<file path="config.mk">
export PLATFORM = sky130hd
export DESIGN_NAME = occ_top
export DESIGN_NICKNAME = d
export VERILOG_FILES = /design/src/occ_sync.v /design/src/occ_top.v
export VERILOG_INCLUDE_DIRS = /design/src /design/src/src
export SDC_FILE = /design/constraint.sdc
export NUM_CORES = 1
export LEC_CHECK = 0
export ABC_CLOCK_PERIOD_IN_PS = 2700
export BUFFER_PORTS_ARGS = -buffer_cell sky130_fd_sc_hd__clkbuf_2
export CAP_MARGIN = 5
export CORE_MARGIN = 2
export CORE_UTILIZATION = 35
export DETAILED_ROUTE_END_ITERATION = 16
export SYNTH_ARGS = -nofsm -noshare
export SYNTH_HDL_FRONTEND = slang
export SYNTH_HIERARCHICAL = 1
export SYNTH_SLANG_ARGS = --single-unit
</file>
<file path="constraint.sdc">
create_clock -name hclk -period 2.7 [get_ports hclk]
set_clock_uncertainty 0.2 [all_clocks]
set_input_delay 0.135 -clock hclk [delete_from_list [all_inputs] [get_ports hclk]]
set_output_delay 0.135 -clock hclk [all_outputs]
set_load 0.01 [all_outputs]
</file>
<file path="src/occ_consts.vh">
// Constants for the oscillator calibration counter.
`ifndef OCC_CONSTS_VH
`define OCC_CONSTS_VH

// Printed register offsets, each the base plus twice the register's index.
`define OCC_OFS_SELECT_CTRL   32'h5000_1600
`define OCC_OFS_WINDOW_COUNT  32'h5000_1602
`define OCC_OFS_RESULT_LOW    32'h5000_1604
`define OCC_OFS_RESULT_HIGH   32'h5000_1606
`define OCC_OFS_BASE          32'h5000_1600

// Word index inside the slave: (offset - base) / 2, byte address four times that.
`define OCC_IDX_SELECT_CTRL   3'h0
`define OCC_IDX_WINDOW_COUNT  3'h1
`define OCC_IDX_RESULT_LOW    3'h2
`define OCC_IDX_RESULT_HIGH   3'h3

// Field positions.
`define OCC_SEL_LSB           0
`define OCC_SEL_MSB           1
`define OCC_START_BIT         2

// Reset values.
`define OCC_RST_SEL           2'h0
`define OCC_RST_WINDOW        16'h0000
`define OCC_RST_RESULT        32'h0000_0000

// Source select codes.
`define OCC_SRC_SLOW_RC       2'h0
`define OCC_SRC_FAST_RC       2'h1
`define OCC_SRC_SLOW_CRYSTAL  2'h2
`define OCC_SRC_EXTENDED_RC   2'h3

// Synchroniser depth.
`define OCC_SYNC_STAGES       2

`endif

</file>
<file path="src/occ_sync.v">
// Two-flop level synchroniser for a group of asynchronous inputs.
`timescale 1ns/1ps
module occ_sync #(
  parameter WIDTH = 4
) (
  input  wire             hclk,
  input  wire             hresetn,
  input  wire [WIDTH-1:0] async_in,
  output wire [WIDTH-1:0] sync_out
);

  reg [WIDTH-1:0] meta_r;
  reg [WIDTH-1:0] sync_r;

  // The first stage feeds the second stage only.
  always @(posedge hclk or negedge hresetn) begin
    if (!hresetn) begin
      meta_r <= {WIDTH{1'b0}};
      sync_r <= {WIDTH{1'b0}};
    end else begin
      meta_r <= async_in;
      sync_r <= meta_r;
    end
  end

  assign sync_out = sync_r;

endmodule // occ_sync

</file>
<file path="src/occ_top.v">
// Oscillator calibration counter with its AHB-Lite register slave.
//
// Local design decision: the AHB-Lite interface to the registers.
`timescale 1ns/1ps
`include "occ_consts.vh"

// How it works
// - Writing one to the start bit begins a measurement and the bit clears itself when the result is valid.
// - The two-bit source field picks slow RC, fast RC, slow crystal or extended RC oscillator in that code order.
// - The sixteen-bit window length is counted down to one on the selected oscillator and sets the window.
// - The low sixteen bits of the fast crystal cycle count over the window read back in the low result register.
// - The high sixteen bits of that same count read back in the high result register.
// - The four registers sit at consecutive locations: select/control, window count, result low, result high.
module occ_top (
  input  wire        hclk,
  input  wire        hresetn,
  input  wire        hsel,
  input  wire [31:0] haddr,
  input  wire [1:0]  htrans,
  input  wire        hwrite,
  input  wire [2:0]  hsize,
  input  wire [31:0] hwdata,
  input  wire        hready,
  output wire [31:0] hrdata,
  output wire        hreadyout,
  output wire        hresp,
  input  wire        slow_rc_osc,
  input  wire        fast_rc_osc,
  input  wire        slow_crystal_osc,
  input  wire        extended_rc_osc,
  output wire        calib_busy
);

  localparam ST_IDLE  = 2'h0;
  localparam ST_ARM   = 2'h1;
  localparam ST_COUNT = 2'h2;

  reg  [1:0]  source_sel_r;
  reg         start_r;
  reg  [15:0] window_length_r;
  reg  [31:0] calib_result_r;
  reg  [31:0] fast_cycle_count_r;
  reg  [31:0] fast_cycle_count_nxt;
  reg  [15:0] window_left_r;
  reg  [1:0]  state_r;
  reg  [1:0]  state_nxt;
  reg  [3:0]  osc_prev_r;
  reg         busy_r;
  reg  [31:0] hrdata_r;
  reg         hreadyout_r;
  reg         hresp_r;
  reg         wr_pend_r;
  reg         rd_pend_r;
  reg  [2:0]  addr_idx_r;
  reg         addr_ok_r;
  reg         osc_sel;
  reg  [31:0] read_mux;
  wire [3:0]  osc_sync;
  wire [3:0]  osc_edges;
  wire        osc_rise;
  wire        addr_take;
  wire        wr_start;
  wire        window_done;
  wire        sel_hit;
  wire        cnt_hit;

  occ_sync #(
    .WIDTH (4)
  ) u_osc_sync (
    .hclk     (hclk),
    .hresetn  (hresetn),
    .async_in ({extended_rc_osc, slow_crystal_osc, fast_rc_osc, slow_rc_osc}),
    .sync_out (osc_sync)
  );

  // Every source keeps its own edge history, so a change of source cannot
  // pair the new source with the old one's last level and fake an edge
  // that would open the window part way through a period.
  assign osc_edges = osc_sync & ~osc_prev_r;

  // Oscillator codes map directly onto the edge vector.
  always @* begin
    case (source_sel_r)
      `OCC_SRC_SLOW_RC:      osc_sel = osc_edges[0];
      `OCC_SRC_FAST_RC:      osc_sel = osc_edges[1];
      `OCC_SRC_SLOW_CRYSTAL: osc_sel = osc_edges[2];
      `OCC_SRC_EXTENDED_RC:  osc_sel = osc_edges[3];
      default:               osc_sel = osc_edges[0];
    endcase
  end

  // The edge detector only looks at the second synchroniser stage.
  assign osc_rise = osc_sel;

  // AHB-Lite register slave.
  assign addr_take = hsel & hready & htrans[1];

  // Byte address is four times the index; only the four low words are mapped.
  assign sel_hit = addr_ok_r && (addr_idx_r == `OCC_IDX_SELECT_CTRL);
  assign cnt_hit = addr_ok_r && (addr_idx_r == `OCC_IDX_WINDOW_COUNT);

  assign wr_start = wr_pend_r && sel_hit && hwdata[`OCC_START_BIT];

  always @* begin
    read_mux = 32'h0000_0000;
    if (addr_ok_r) begin
      case (addr_idx_r)
        `OCC_IDX_SELECT_CTRL:  read_mux = {29'h0000_0000, start_r, source_sel_r};
        `OCC_IDX_WINDOW_COUNT: read_mux = {16'h0000, window_length_r};
        `OCC_IDX_RESULT_LOW:   read_mux = {16'h0000, calib_result_r[15:0]};
        `OCC_IDX_RESULT_HIGH:  read_mux = {16'h0000, calib_result_r[31:16]};
        default:               read_mux = 32'h0000_0000;
      endcase
    end
  end

  // Reads insert one wait state so that a write in the previous data phase
  // is already visible; writes complete with no wait.
  always @(posedge hclk or negedge hresetn) begin
    if (!hresetn) begin
      wr_pend_r   <= 1'b0;
      rd_pend_r   <= 1'b0;
      addr_idx_r  <= 3'h0;
      addr_ok_r   <= 1'b0;
      hrdata_r    <= 32'h0000_0000;
      hreadyout_r <= 1'b1;
      hresp_r     <= 1'b0;
    end else begin
      hresp_r <= 1'b0;
      if (rd_pend_r) begin
        hrdata_r    <= read_mux;
        hreadyout_r <= 1'b1;
        rd_pend_r   <= 1'b0;
        wr_pend_r   <= 1'b0;
      end else if (addr_take) begin
        wr_pend_r   <= hwrite;
        rd_pend_r   <= ~hwrite;
        hreadyout_r <= hwrite;
        addr_idx_r  <= haddr[4:2];
        addr_ok_r   <= (haddr[31:5] == 27'h000_0000) && (haddr[4:2] <= `OCC_IDX_RESULT_HIGH);
      end else begin
        wr_pend_r <= 1'b0;
      end
    end
  end

  // Control registers.
  // Source and window writes are dropped while a measurement runs, so the
  // window in flight always matches what software reads back.
  always @(posedge hclk or negedge hresetn) begin
    if (!hresetn) begin
      source_sel_r    <= `OCC_RST_SEL;
      window_length_r <= `OCC_RST_WINDOW;
    end else if (wr_pend_r) begin
      if (sel_hit && !busy_r) begin
        source_sel_r <= hwdata[`OCC_SEL_MSB:`OCC_SEL_LSB];
      end
      if (cnt_hit && !busy_r) begin
        window_length_r <= hwdata[15:0];
      end
    end
  end

  // Measurement engine.
  // A window of length 0 is treated as 1 so the engine cannot hang.
  assign window_done = osc_rise && (window_left_r <= 16'h0001);

  always @* begin
    state_nxt            = state_r;
    fast_cycle_count_nxt = fast_cycle_count_r;
    case (state_r)
      ST_IDLE: begin
        if (wr_start) begin
          state_nxt = ST_ARM;
        end
      end
      ST_ARM: begin
        // The window opens on the first selected edge, so the count
        // spans whole oscillator periods.
        fast_cycle_count_nxt = 32'h0000_0000;
        if (osc_rise) begin
          state_nxt = ST_COUNT;
        end
      end
      ST_COUNT: begin
        fast_cycle_count_nxt = fast_cycle_count_r + 32'h0000_0001;
        if (window_done) begin
          state_nxt = ST_IDLE;
        end
      end
      default: state_nxt = ST_IDLE;
    endcase
  end

  always @(posedge hclk or negedge hresetn) begin
    if (!hresetn) begin
      state_r            <= ST_IDLE;
      start_r            <= 1'b0;
      busy_r             <= 1'b0;
      osc_prev_r         <= 4'h0;
      window_left_r      <= `OCC_RST_WINDOW;
      fast_cycle_count_r <= `OCC_RST_RESULT;
      calib_result_r     <= `OCC_RST_RESULT;
    end else begin
      state_r            <= state_nxt;
      osc_prev_r         <= osc_sync;
      fast_cycle_count_r <= fast_cycle_count_nxt;
      busy_r             <= (state_nxt != ST_IDLE);
      if (state_r == ST_IDLE && wr_start) begin
        start_r       <= 1'b1;
        window_left_r <= window_length_r;
      end else if (state_r == ST_COUNT && window_done) begin
        start_r        <= 1'b0;
        calib_result_r <= fast_cycle_count_nxt;
      end else if (state_r == ST_COUNT && osc_rise) begin
        window_left_r <= window_left_r - 16'h0001;
      end
    end
  end

  // Outputs come straight from flops, so the bus sees no combinational path.
  assign hrdata     = hrdata_r;
  assign hreadyout  = hreadyout_r;
  assign hresp      = hresp_r;
  assign calib_busy = busy_r;

endmodule // occ_top

</file>
After elaboration in Yosys (flattened, before gate mapping)
Index checks and enable logic that the tools add are counted.
W data, S select, Z words.
- $add $sub $neg: 2
- multiply operators: 0
- divide/modulo/power cells: 0
- $lt $le $gt $ge: 2
- equality and inequality tests: 9
- shift-type cells: 0
- multiplexer cells: 19
- bitwise logic cells: 7
- reduce and logical (&&, ||, !) cells: 25
- operators by type and width (operator ; number):
    $mux W16 ; 4
    $pmux W16 S4 ; 1
    $pmux W32 S2 ; 1
    $add A32 B1 Y32 const B ; 1
    $logic_not A27 Y1 ; 1
    $le A16 B1 Y1 const B ; 1
    $sub A16 B1 Y16 const B ; 1
    $logic_and A1 B1 Y1 ; 11
    $reduce_and A2 Y1 ; 5
    $mux W1 ; 8
    $reduce_bool A2 Y1 ; 4
    $eq A2 B2 Y1 const B ; 3
    $eq A3 B2 Y1 const B ; 2
    $mux W2 ; 3
    $pmux W2 S3 ; 1
    $and A4 B4 Y4 ; 1
    $eq A2 B1 Y1 const B ; 2
    $logic_not A2 Y1 ; 2
    $not A4 Y4 ; 1
    $pmux W1 S4 ; 1
    $eq A3 B1 Y1 const B ; 1
    $le A3 B2 Y1 const B ; 1
    $logic_not A3 Y1 ; 1
    $not A1 Y1 ; 3
    other kinds (3) ; 4
- bits in registers: 153
- latch bits: 0
- bits in writable memories: 0
- bits in read-only memories: 0
- input bits: 78
- output and inout port bits: 35
- word-level logic and storage cells: 81
- memories kept: 0

Logic depth before layout (Yosys ltp)
Gate-level depths: netlist of run 1.
- depth in word-level cells: 7
- depth in mapped cells: 9
- depth with buffers taken out: 7

Hierarchy
Netlist of run 1, hierarchy kept.
- by module, submodules not included (module ; times used ; cells each ; area each (um^2) ; seq. area each (um^2)):
    occ_top ; 1 ; 613 ; 6414.9 ; 3229.3
    occ_sync ; 1 ; 8 ; 200.2 ; 200.2

Worst setup path after synthesis of run 1
No wires, ideal clock.
- path type: register to register
- from: reg window_left_r[0]
- to: reg calib_result_r[11]
- library setup time: 0.125 ns
- data arrival time: 2.024 ns
- required time: 2.375 ns
- setup slack: 0.352 ns
- stages on the path, launching flop included: 8
- buffers on the path: 1
- period minus slack after synthesis: 2.348 ns
- cell sequence: dfrtp_1 inv_1 ha_1 o21ba_2 nand4_1 nor4_2 buf_2 mux2_2
- word-level cells in the longest chain between the ends: 4
- ends and longest elaborated chain (what ; line ; source):
    start: declaration ; occ_top.v:44 ; reg [15:0] window_left_r;
    start signal: assignment ; occ_top.v:201 ; window_left_r <= `OCC_RST_WINDOW;
    start signal: assignment ; occ_top.v:211 ; window_left_r <= window_length_r;
    start signal: assignment ; occ_top.v:216 ; window_left_r <= window_left_r - 16'h0001;
    $le A16 B1 Y1 ; occ_top.v:166 ; assign window_done = osc_rise && (window_left_r <= 16'h0001);
    $logic_and A1 B1 Y1 ; occ_top.v:166 ;
    $logic_and A1 B1 Y1 ; occ_top.v:212 ; end else if (state_r == ST_COUNT && window_done) begin
    $reduce_and A2 Y1 (no line) ; n/a ;
    end signal: assignment ; occ_top.v:203 ; calib_result_r <= `OCC_RST_RESULT;
    end signal: assignment ; occ_top.v:214 ; calib_result_r <= fast_cycle_count_nxt;
    end: declaration ; occ_top.v:41 ; reg [31:0] calib_result_r;
No other way between the ends.
A chain may end at the register's enable or synchronous reset.

Final worst setup path of run 1
- from: reg state_r[0]
- to: reg window_left_r[11]
- word-level cells in the longest chain between the ends: 4
- elaborated cells on any way between the ends: 9
- those cells by class: eq/ne: 2; mux: 1; reduce/logical: 6
- ends and longest elaborated chain (what ; line ; source):
    start: declaration ; occ_top.v:45 ; reg [1:0] state_r;
    start signal: assignment ; occ_top.v:205 ; state_r <= state_nxt;
    $eq A2 B2 Y1 / $logic_not A2 Y1 (equally long branches) ; occ_top.v:212, occ_top.v:215, occ_top.v:209 ;
    $logic_and A1 B1 Y1 (on tied branches) ; occ_top.v:212, occ_top.v:209, occ_top.v:215 ;
    $ne A2 B2 Y1 (no line) / $reduce_bool A2 Y1 (equally long branches) ; n/a ;
    $reduce_and A2 Y1 (no line) ; n/a ;
Several ways; a longest one is shown, not always the timed one.

==> results of run 1 <==
kinds of logic after synthesis:
family / count (synthesis) / share of synthesized area, %
mux: 50 / 8.98
other cells: 1 / 0.0567
flops: 137 / 51.8
fa+ha+maj: 7 / 1.32
compound gates: 104 / 10.6
simple gates: 229 / 18.5
xor+xnor: 30 / 3.97
buf+inv: 63 / 4.67
final timing paths:
path                                      startpoint                      to  slack, ns  cells past startpoint
worst max-delay path                      state_r[0]       window_left_r[11]       0.23                      8
max in group asynchronous                    hresetn               hreadyout       1.52                      3
min in group asynchronous                    hresetn  fast_cycle_count_r[30]       0.10                      2
worst min register to register  u_osc_sync/meta_r[1]  u_osc_sync/sync_out[1]       0.15                      0
worst min-delay path                       htrans[1]               rd_pend_r       0.06                      4
worst max register to register            state_r[0]       window_left_r[11]       0.23                      8
registers in the layout, summed over array words and instances, names as in the netlist:
signal / count
addr_ok_r: 1
calib_result_r: 32
state_r: 2
window_length_r: 16
u_osc_sync/sync_out: 4
rd_pend_r: 1
source_sel_r: 2
addr_idx_r: 3
wr_pend_r: 1
calib_busy: 1
hreadyout: 1
fast_cycle_count_r: 32
start_r: 1
window_left_r: 16
osc_prev_r: 4
u_osc_sync/meta_r: 4
hrdata: 16
critical path: cells and delay by family (launching register included):
kind / cells / cell delay, ns
AOI/OAI and AO/OA: 1 / 0.34
adders and majority gates: 1 / 0.19
buffers and inverters: 2 / 0.30
DFF: 1 / 0.41
muxes: 1 / 0.34
and+or+nand+nor: 3 / 0.63
stage by stage:
| step | cells | area [um2] | utilization, % | total power [mW] | setup WS, ns |
|---|---|---|---|---|---|
| 2_1_floorplan | 637 | 6680 | - | 2.30 | 0.352 |
| 3_3_place_gp | 919 | 7330 | 39.3 | 2.43 | 0.268 |
| 3_5_place_dp | 919 | 7330 | 39.3 | 2.43 | 0.248 |
| 4_1_cts | 984 | 8260 | 44.3 | 4.83 | 0.245 |
| 5_1_grt | 984 | 8270 | 44.3 | 4.96 | 0.0497 |
| 6_report | 984 | 8270 | 44.3 | 4.78 | 0.227 |
placed cells by master, fill, tap and decap left out, types with 18 or more instances in the layout:
cell,n
nand2_1,61
clkbuf_2,72
nor4_1,18
dlygate4sd3_1,33
mux2_2,45
nor2_1,51
buf_4,18
xnor2_1,27
dfrtp_1,136
o21ai_0,30
nand3_1,18
power by group through the flow:
stage | logic [mW] | registers [mW] | clock network [mW]
final | 0.306 | 2.12 | 2.36
after global routing | 0.338 | 2.12 | 2.50
after CTS | 0.310 | 2.12 | 2.40
after detailed placement | 0.275 | 2.15 | 0
after global placement | 0.273 | 2.15 | 0
after floorplan | 0.154 | 2.14 | 0
final cells by class:
cell class                 instances  area, um2  share of cell area (%)
inverter                          15       56.3                   0.681
sequential                       137       3430                    41.5
multi-input combinational        437       2950                    35.7
clock inverter                     8        118                    1.42
clock buffer                      24        482                    5.83
tap                              234        293                    3.54
timing repair buffer             129        937                    11.3
routing by layer:
layer / vias to the layer above / global-route usage, %
met2: 115 / 27.1
met3: 20 / 4.49
li1: 2445 / -
met4: 0 / 5.47
met5: - / 0
met1: 2548 / 24.8
what timing repair did:
item                                   in CTS  in global routing
setup endpoints to repair                   0                  1
endpoints found under the hold margin      99                  0
resized for setup                           0                  1
hold buffers                               33                  0
==> flow_summary.toml, run 1 <==
[detailed_routing]
wl_met1_um = 7960
drt_iter0_markers = 438
wl_met2_um = 7910
avgRoutedWirePerCell_um = 17.1
route.detailed.drc = 0
viasPerCell = 5.21
vias = 5128
wl_met3_um = 627
top_layer = "met4"
first_pass_iters = 5
drt-total-wl_um = 16800
ant_nets = 0

[floorplanning]
io_pins = 113
dieArea_um2 = 20000
core_area_um2 = 18600
num_rows = 50
die_y_um = 141
die-width_um = 141
start_util_pct = 35.5

[power_and_ir_drop]
leakage_nw = 3.61
power_switching_mw = 1.03
irDropWorstVdd_uv = 387
p_per_area_nw_per_um2 = 578
p_int_mw = 3.75
p_comb_share_pct = 6.4
swShare_pct = 21.6
seqPwrFrac_pct = 44.3
clock_power_share_pct = 49.3

[global_route]
grt_pass1_vias = 4988
grt_antenna_before_repair = 0
grt_start_max_net_pins = 73
grt_pass1_wl_um = 27200
grt_usage_pct = 17.7
globalRouteOverflowTotal = 0

[synthesis]
synthArstFlopShare_pct = 100
ys_seq_area_share_pct = 51.8
syn_inst = 621
synth.top_cells.by_area = "dfrtp_1 (51%), mux2_2 (7.7%), xnor2_1 (3.6%)"
synth-seq-cells = 137
yosys.area.top_type = "dfrtp_1"
synth_flop_cell = "dfrtp_1"
synth-edff-count = 0
yosysMostFrequentCell = "dfrtp_1"
avgSynthCellArea_um2 = 10.7
synth.top_cell.area_share_pct = 51.4
yosysWarnings = 6
synth_area_um2 = 6620
ys_top_cells_by_count = "dfrtp_1 (136), nand2_1 (61), nor2_1 (52), mux2_2 (45), o21ai_0 (30)"
synth_cell_type_count = 65

[flow_run]
maxCapViolations = 0

[placed_design]
hpwl_um = 11800
place_congestion = 0.883
portBuffers = 73

[clock_network]
numCtsBuffers = 17
clock_sink_count = 137
h-tree-depth = 4
cts_buffer_depth = 2
ctsRootBufferMaster = "clkbuf_16"
cts_tree = "yes"
post_cts_buffers = 0
clkTransAtPathRegs_ns = 0.06
clk_latency_ns = 0.42

[layout]
nets = 822
synthToLayoutAreaGrowth_pct = 25.0
diodes = 0
fillCellCount = 1725
drive_above_1_share_pct = 25.2

[worst_setup_path]
path_max_fanout = 4
start_kind = "register"
crit_path_max_incr_delay_ns = 0.41
critical_path_class = "reg -> reg"
end_kind = "register"
critPathRequiredTime_ns = 2.86
path_cells = "inv_1, ha_1, nor3b_1, nand4_1, a311oi_1, buf_4, mux2_2, nand2_1"
arrival_ns = 2.64
cpMaxStageDelayCell = "dfrtp_1"

[sta]
fmax_ghz = 0.404
tightest_slew_ns = 1.09
final-max-slew-violation-count = 0
min_period_ns = 2.47
final.period_utilization_pct = 91.6
finalSetupTns_ns = 0
slew_headroom_pct = 27.4
setup_viol = 0
rsz0062_at_grt = "no"
hold_viol = 0
fin_hold_ws_ns = 0.0570

[hold_path]
hp-class = "in -> reg"

[outcome]
status = "finished, final reports clean"
Power figures use the tool's default switching activity.
==> run 2, diff against run 1 <==
--- a/config.mk
+++ b/config.mk
@@ -11,7 +11,9 @@
 export CAP_MARGIN = 5
 export CORE_MARGIN = 2
 export CORE_UTILIZATION = 35
+export CTS_CLUSTER_SIZE = 10
 export DETAILED_ROUTE_END_ITERATION = 16
+export REMOVE_ABC_BUFFERS = 1
 export SYNTH_ARGS = -nofsm -noshare
 export SYNTH_HDL_FRONTEND = slang
 export SYNTH_HIERARCHICAL = 1
==> run 2 against run 1 <==
Net effect: flip-flop and latch count did not move; sequential share of layout area rose by 0.34 points; final area fell by 0.82%; core utilization fell by 0.36 points; power fell by 2.7%; clock power fell by 6%; first-iteration DRC count fell by 52%; sequential power barely moved; non-clock buffer count rose by 1; count of clock-buffer cells in the layout did not move; critical path depth fell by 1; critical path type is now in -> reg; largest cell class unchanged.
==> flow_summary.toml, run 2 (same netlist as run 1, synthesis figures left out) <==
[outcome]
status = "finished, final reports clean"

[placed_design]
portBuffers = 73
placed_cells = 920
hpwl_um = 11000
place_congestion = 0.830

[worst_setup_path]
reg2reg_depth = 5
regToRegEndpoint = "fast_cycle_count_r[28]"
arrival_ns = 2.61
critical_path_class = "in -> reg"
path_max_fanout = 1
start_kind = "input port"
rrSetupSlack_ns = 0.24
critPathRequiredTime_ns = 2.82
r2r-start = "fast_cycle_count_r[4]"
end_kind = "register"

[global_route]
grt_pass1_wl_um = 25900
grt_pass1_vias = 4886
grt_start_max_net_pins = 63
grt_antenna_before_repair = 0
grt_usage_pct = 16.6
globalRouteOverflowTotal = 0

[power_and_ir_drop]
leakage_nw = 3.58
irDropWorstVdd_uv = 289
p_per_area_nw_per_um2 = 567

[clock_network]
clkTransAtPathRegs_ns = 0.05
clk_latency_ns = 0.42
ctsRootBufferMaster = "clkbuf_16"
cts_resized = 0
ctsHoldBuffers = 33
numCtsBuffers = 17
cts_tree = "yes"
cts_buffer_depth = 2
post_cts_buffers = 0
clock_sink_count = 137
h-tree-depth = 4

[floorplanning]
io_pins = 113
core_area_um2 = 18600
start_util_pct = 35.5
num_rows = 50
die-width_um = 141
die_y_um = 141
dieArea_um2 = 20000

[sta]
min_period_ns = 2.49
final-max-slew-violation-count = 0
final.period_utilization_pct = 92.1
rsz0062_at_grt = "no"
slew_headroom_pct = 51.5
tightest_slew_ns = 0.726
setup_viol = 0
hold_viol = 0
finalSetupTns_ns = 0
fmax_ghz = 0.402

[detailed_routing]
route.detailed.drc = 0
viasPerCell = 5.10
vias = 5021
drt-total-wl_um = 16100
ant_nets = 0
avgRoutedWirePerCell_um = 16.3
first_pass_iters = 4
drt_iter0_markers = 211

[layout]
final_cell_mix = "dfrtp_1 (136), clkbuf_2 (72), nand2_1 (61), nor2_1 (51), mux2_2 (45)"
nets = 823
multi_input_area_um2 = 2950
diodes = 0
regArea_um2 = 3430
synthToLayoutAreaGrowth_pct = 24.0
fillCellCount = 1780
reg.largest.list = "calib_result_r: 32 flops, fast_cycle_count_r: 32 flops"
drive_above_1_share_pct = 25.0
final_common_cell = "dfrtp_1"
stdcell_count = 985

[flow_run]
maxCapViolations = 0

[hold_path]
hp-class = "in -> async"
-- run 2: layer usage --
| layer | share of wire (%) | up-vias | track usage, % | routed length, um |
|---|---|---|---|---|
| met4 | 1.7 | 0 | 5.47 | 266 |
| li1 | - | 2439 | - | - |
| met5 | 0 | - | 0 | 0 |
| met3 | 3.0 | 21 | 3.48 | 475 |
| met1 | 48 | 2484 | 22.6 | 7640 |
| met2 | 48 | 77 | 26.5 | 7700 |
-- run 2: critical path: stages --
cell	delay, ns
dlygate4sd3_1	0.54
clkbuf_2	0.12
nor4_1	0.33
dlygate4sd3_1	0.61
nand4_1	0.07
dlygate4sd3_1	0.57
o31ai_1	0.22
-- run 2: final cells by class --
type	instances	share of cell area [%]
sequential	137	41.8
multi-input combinational	437	35.9
timing repair buffer	130	11.1
clock buffer	24	5.75
tap	234	3.57
clock inverter	8	1.16
inverter	15	0.687
-- run 2: power breakdown --
part / leakage (nW) / internal, mW / switching (mW)
Sequential: 1.77 / 2.09 / 0.0245
Clock: 0.274 / 1.40 / 0.832
Combinational: 1.54 / 0.137 / 0.165
Total: 3.58 / 3.63 / 1.02
-- run 2: worst max-delay path by stage --
stage,from,cells after the start,endpoint,slack [ns]
after floorplan,window_left_r[0],6,calib_result_r[11],-0.23
after global placement,state_r[1],7,calib_result_r[31],0.30
after detailed placement,state_r[1],7,calib_result_r[30],0.27
after CTS,fast_cycle_count_r[4],5,fast_cycle_count_r[28],0.25
after global routing,window_left_r[13],7,calib_result_r[25],0.04
final,haddr[7],7,addr_ok_r,0.21
-- run 2: through the flow --
stage | setup WS [ns] | utilization [%] | cell area (um2) | hold slack [ns] | total power [mW]
3_3_place_gp | 0.302 | 39.2 | 7300 | -0.0378 | 2.42
5_1_grt | 0.0409 | 44.0 | 8200 | 0.108 | 4.82
3_5_place_dp | 0.267 | 39.2 | 7300 | -0.0412 | 2.42
2_1_floorplan | -0.226 | - | 6420 | -0.361 | 2.27
4_1_cts | 0.245 | 44.0 | 8200 | 0.0450 | 4.69
6_report | 0.214 | 44.0 | 8200 | 0.0601 | 4.65
==> run 3, diff against run 2 <==
--- a/config.mk
+++ b/config.mk
@@ -13,6 +13,7 @@
 export CORE_UTILIZATION = 35
 export CTS_CLUSTER_SIZE = 10
 export DETAILED_ROUTE_END_ITERATION = 16
+export PLACE_DENSITY = 0.57
 export REMOVE_ABC_BUFFERS = 1
 export SYNTH_ARGS = -nofsm -noshare
 export SYNTH_HDL_FRONTEND = slang
==> run 3 against run 2 <==
Net effect: die area is the same; fmax shrank 0.46%; flip-flop and latch count is the same; worst hold slack gained 0.012 ns; non-clock buffer count shrank 1; critical endpoint is now calib_result_r[11]; critical path type is now reg -> reg; largest cell class unchanged; final area shrank 0.58%; sequential share of layout area grew 0.24 points; worst setup slack lost 0.011 ns; via count grew 2.1%; combinational power shrank 2%; register-to-register slack lost 0.04 ns.
==> flow_summary.toml, run 3 (same netlist as run 1, synthesis figures left out) <==
[worst_setup_path]
critPathRequiredTime_ns = 2.80
start_kind = "register"
end_kind = "register"
critical_path_class = "reg -> reg"
arrival_ns = 2.60
path_max_fanout = 23

[clock_network]
clock_sink_count = 137
clk_latency_ns = 0.41
cts_tree = "yes"
h-tree-depth = 4
post_cts_buffers = 0
numCtsBuffers = 17
ctsRootBufferMaster = "clkbuf_16"
clkTransAtPathRegs_ns = 0.06
cts_buffer_depth = 2

[outcome]
status = "finished, final reports clean"

[layout]
synthToLayoutAreaGrowth_pct = 23.2
drive_above_1_share_pct = 24.8
diodes = 0
reg.largest.list = "calib_result_r: 32 flops, fast_cycle_count_r: 32 flops"
final_cell_mix = "dfrtp_1 (136), clkbuf_2 (72), nand2_1 (61), nor2_1 (52), mux2_2 (45)"
final_common_cell = "dfrtp_1"
nets = 822
stdcell_count = 984

[placed_design]
place_congestion = 0.839
hpwl_um = 11300
placed_cells = 919
portBuffers = 73
dp_slack_ns = 0.217

[sta]
setup_ws_ns = 0.203
min_period_ns = 2.50
fmax_ghz = 0.400
final-max-slew-violation-count = 0
rsz0062_at_grt = "no"
final.period_utilization_pct = 92.5
setup_viol = 0
tightest_slew_ns = 0.778
slew_headroom_pct = 48.0
hold_viol = 0

[floorplanning]
io_pins = 113
die_y_um = 141
start_util_pct = 35.5
core_area_um2 = 18600
num_rows = 50
dieArea_um2 = 20000
die-width_um = 141

[detailed_routing]
drt_iter0_markers = 228
vias = 5128
drt-total-wl_um = 16000
ant_nets = 0
viasPerCell = 5.21
avgRoutedWirePerCell_um = 16.3
route.detailed.drc = 0
first_pass_iters = 5

[global_route]
grt_antenna_before_repair = 0
grt_usage_pct = 16.6
grt_start_max_net_pins = 78
grt_pass1_vias = 5259
grt_pass1_wl_um = 26300
globalRouteOverflowTotal = 0

[hold_path]
hp-class = "in -> reg"

[power_and_ir_drop]
irDropWorstVdd_uv = 230
p_per_area_nw_per_um2 = 551
leakage_nw = 3.56

[flow_run]
maxCapViolations = 0
-- run 3: worst paths after layout --
kind                                      startpoint                endpoint  slack (ns)  depth (start not counted)
worst max-delay path               window_left_r[13]      calib_result_r[11]        0.20                          6
worst max register to register     window_left_r[13]      calib_result_r[11]        0.20                          6
worst min register to register  u_osc_sync/meta_r[1]  u_osc_sync/sync_out[1]        0.15                          0
worst min-delay path                            hsel               wr_pend_r        0.07                          4
max in group asynchronous                    hresetn              hrdata[10]        1.38                          3
min in group asynchronous                    hresetn    u_osc_sync/meta_r[1]        0.10                          2
-- run 3: layout make-up --
class	instances	area [um2]
well taps	234	293
clock buffers	23	448
repair buffers	129	900
inverters	15	56.3
multi-input cells	437	2950
clock inverters	9	78.8
flip-flops and latches	137	3430
fillers	1729	10500
-- run 3: worst max-delay path, cell delays in order (launching register included) --
cell     delay (ns)
dfrtp_1        0.41
nor3_1         0.41
nand4_1        0.30
buf_4          0.24
nor4_4         0.26
buf_12         0.21
mux2_2         0.34
-- run 3: timing repair --
item,4_1_cts,5_1_grt
endpoints found under the setup margin,0,1
hold buffers,33,0
endpoints found under the hold margin,103,0
gates resized for setup,0,1
-- run 3: through the flow --
step / utilization, % / hold slack [ns] / power (mW) / TNS, ns / instance area, um2
finish: 43.7 / 0.0718 / 4.49 / 0 / 8150
global route: 43.7 / 0.0774 / 4.68 / 0 / 8150
CTS: 43.7 / 0.0407 / 4.54 / 0 / 8150
detailed placement: 39.1 / 0.00178 / 2.42 / 0 / 7290
global placement: 39.1 / -0.00129 / 2.41 / 0 / 7290
floorplan: - / -0.361 / 2.27 / -1.90 / 6420
-- run 3: metal layers --
layer	GRT usage, %	routed length (um)	vias up
met5	0	0	-
met2	28.6	8120	97
met1	20.6	7110	2577
met4	5.84	285	0
met3	3.88	476	20
li1	-	-	2434
-- run 3: report_power, final --
part | internal, mW | switching, mW
sequential | 2.09 | 0.0249
clock | 1.26 | 0.822
combinational | 0.136 | 0.160
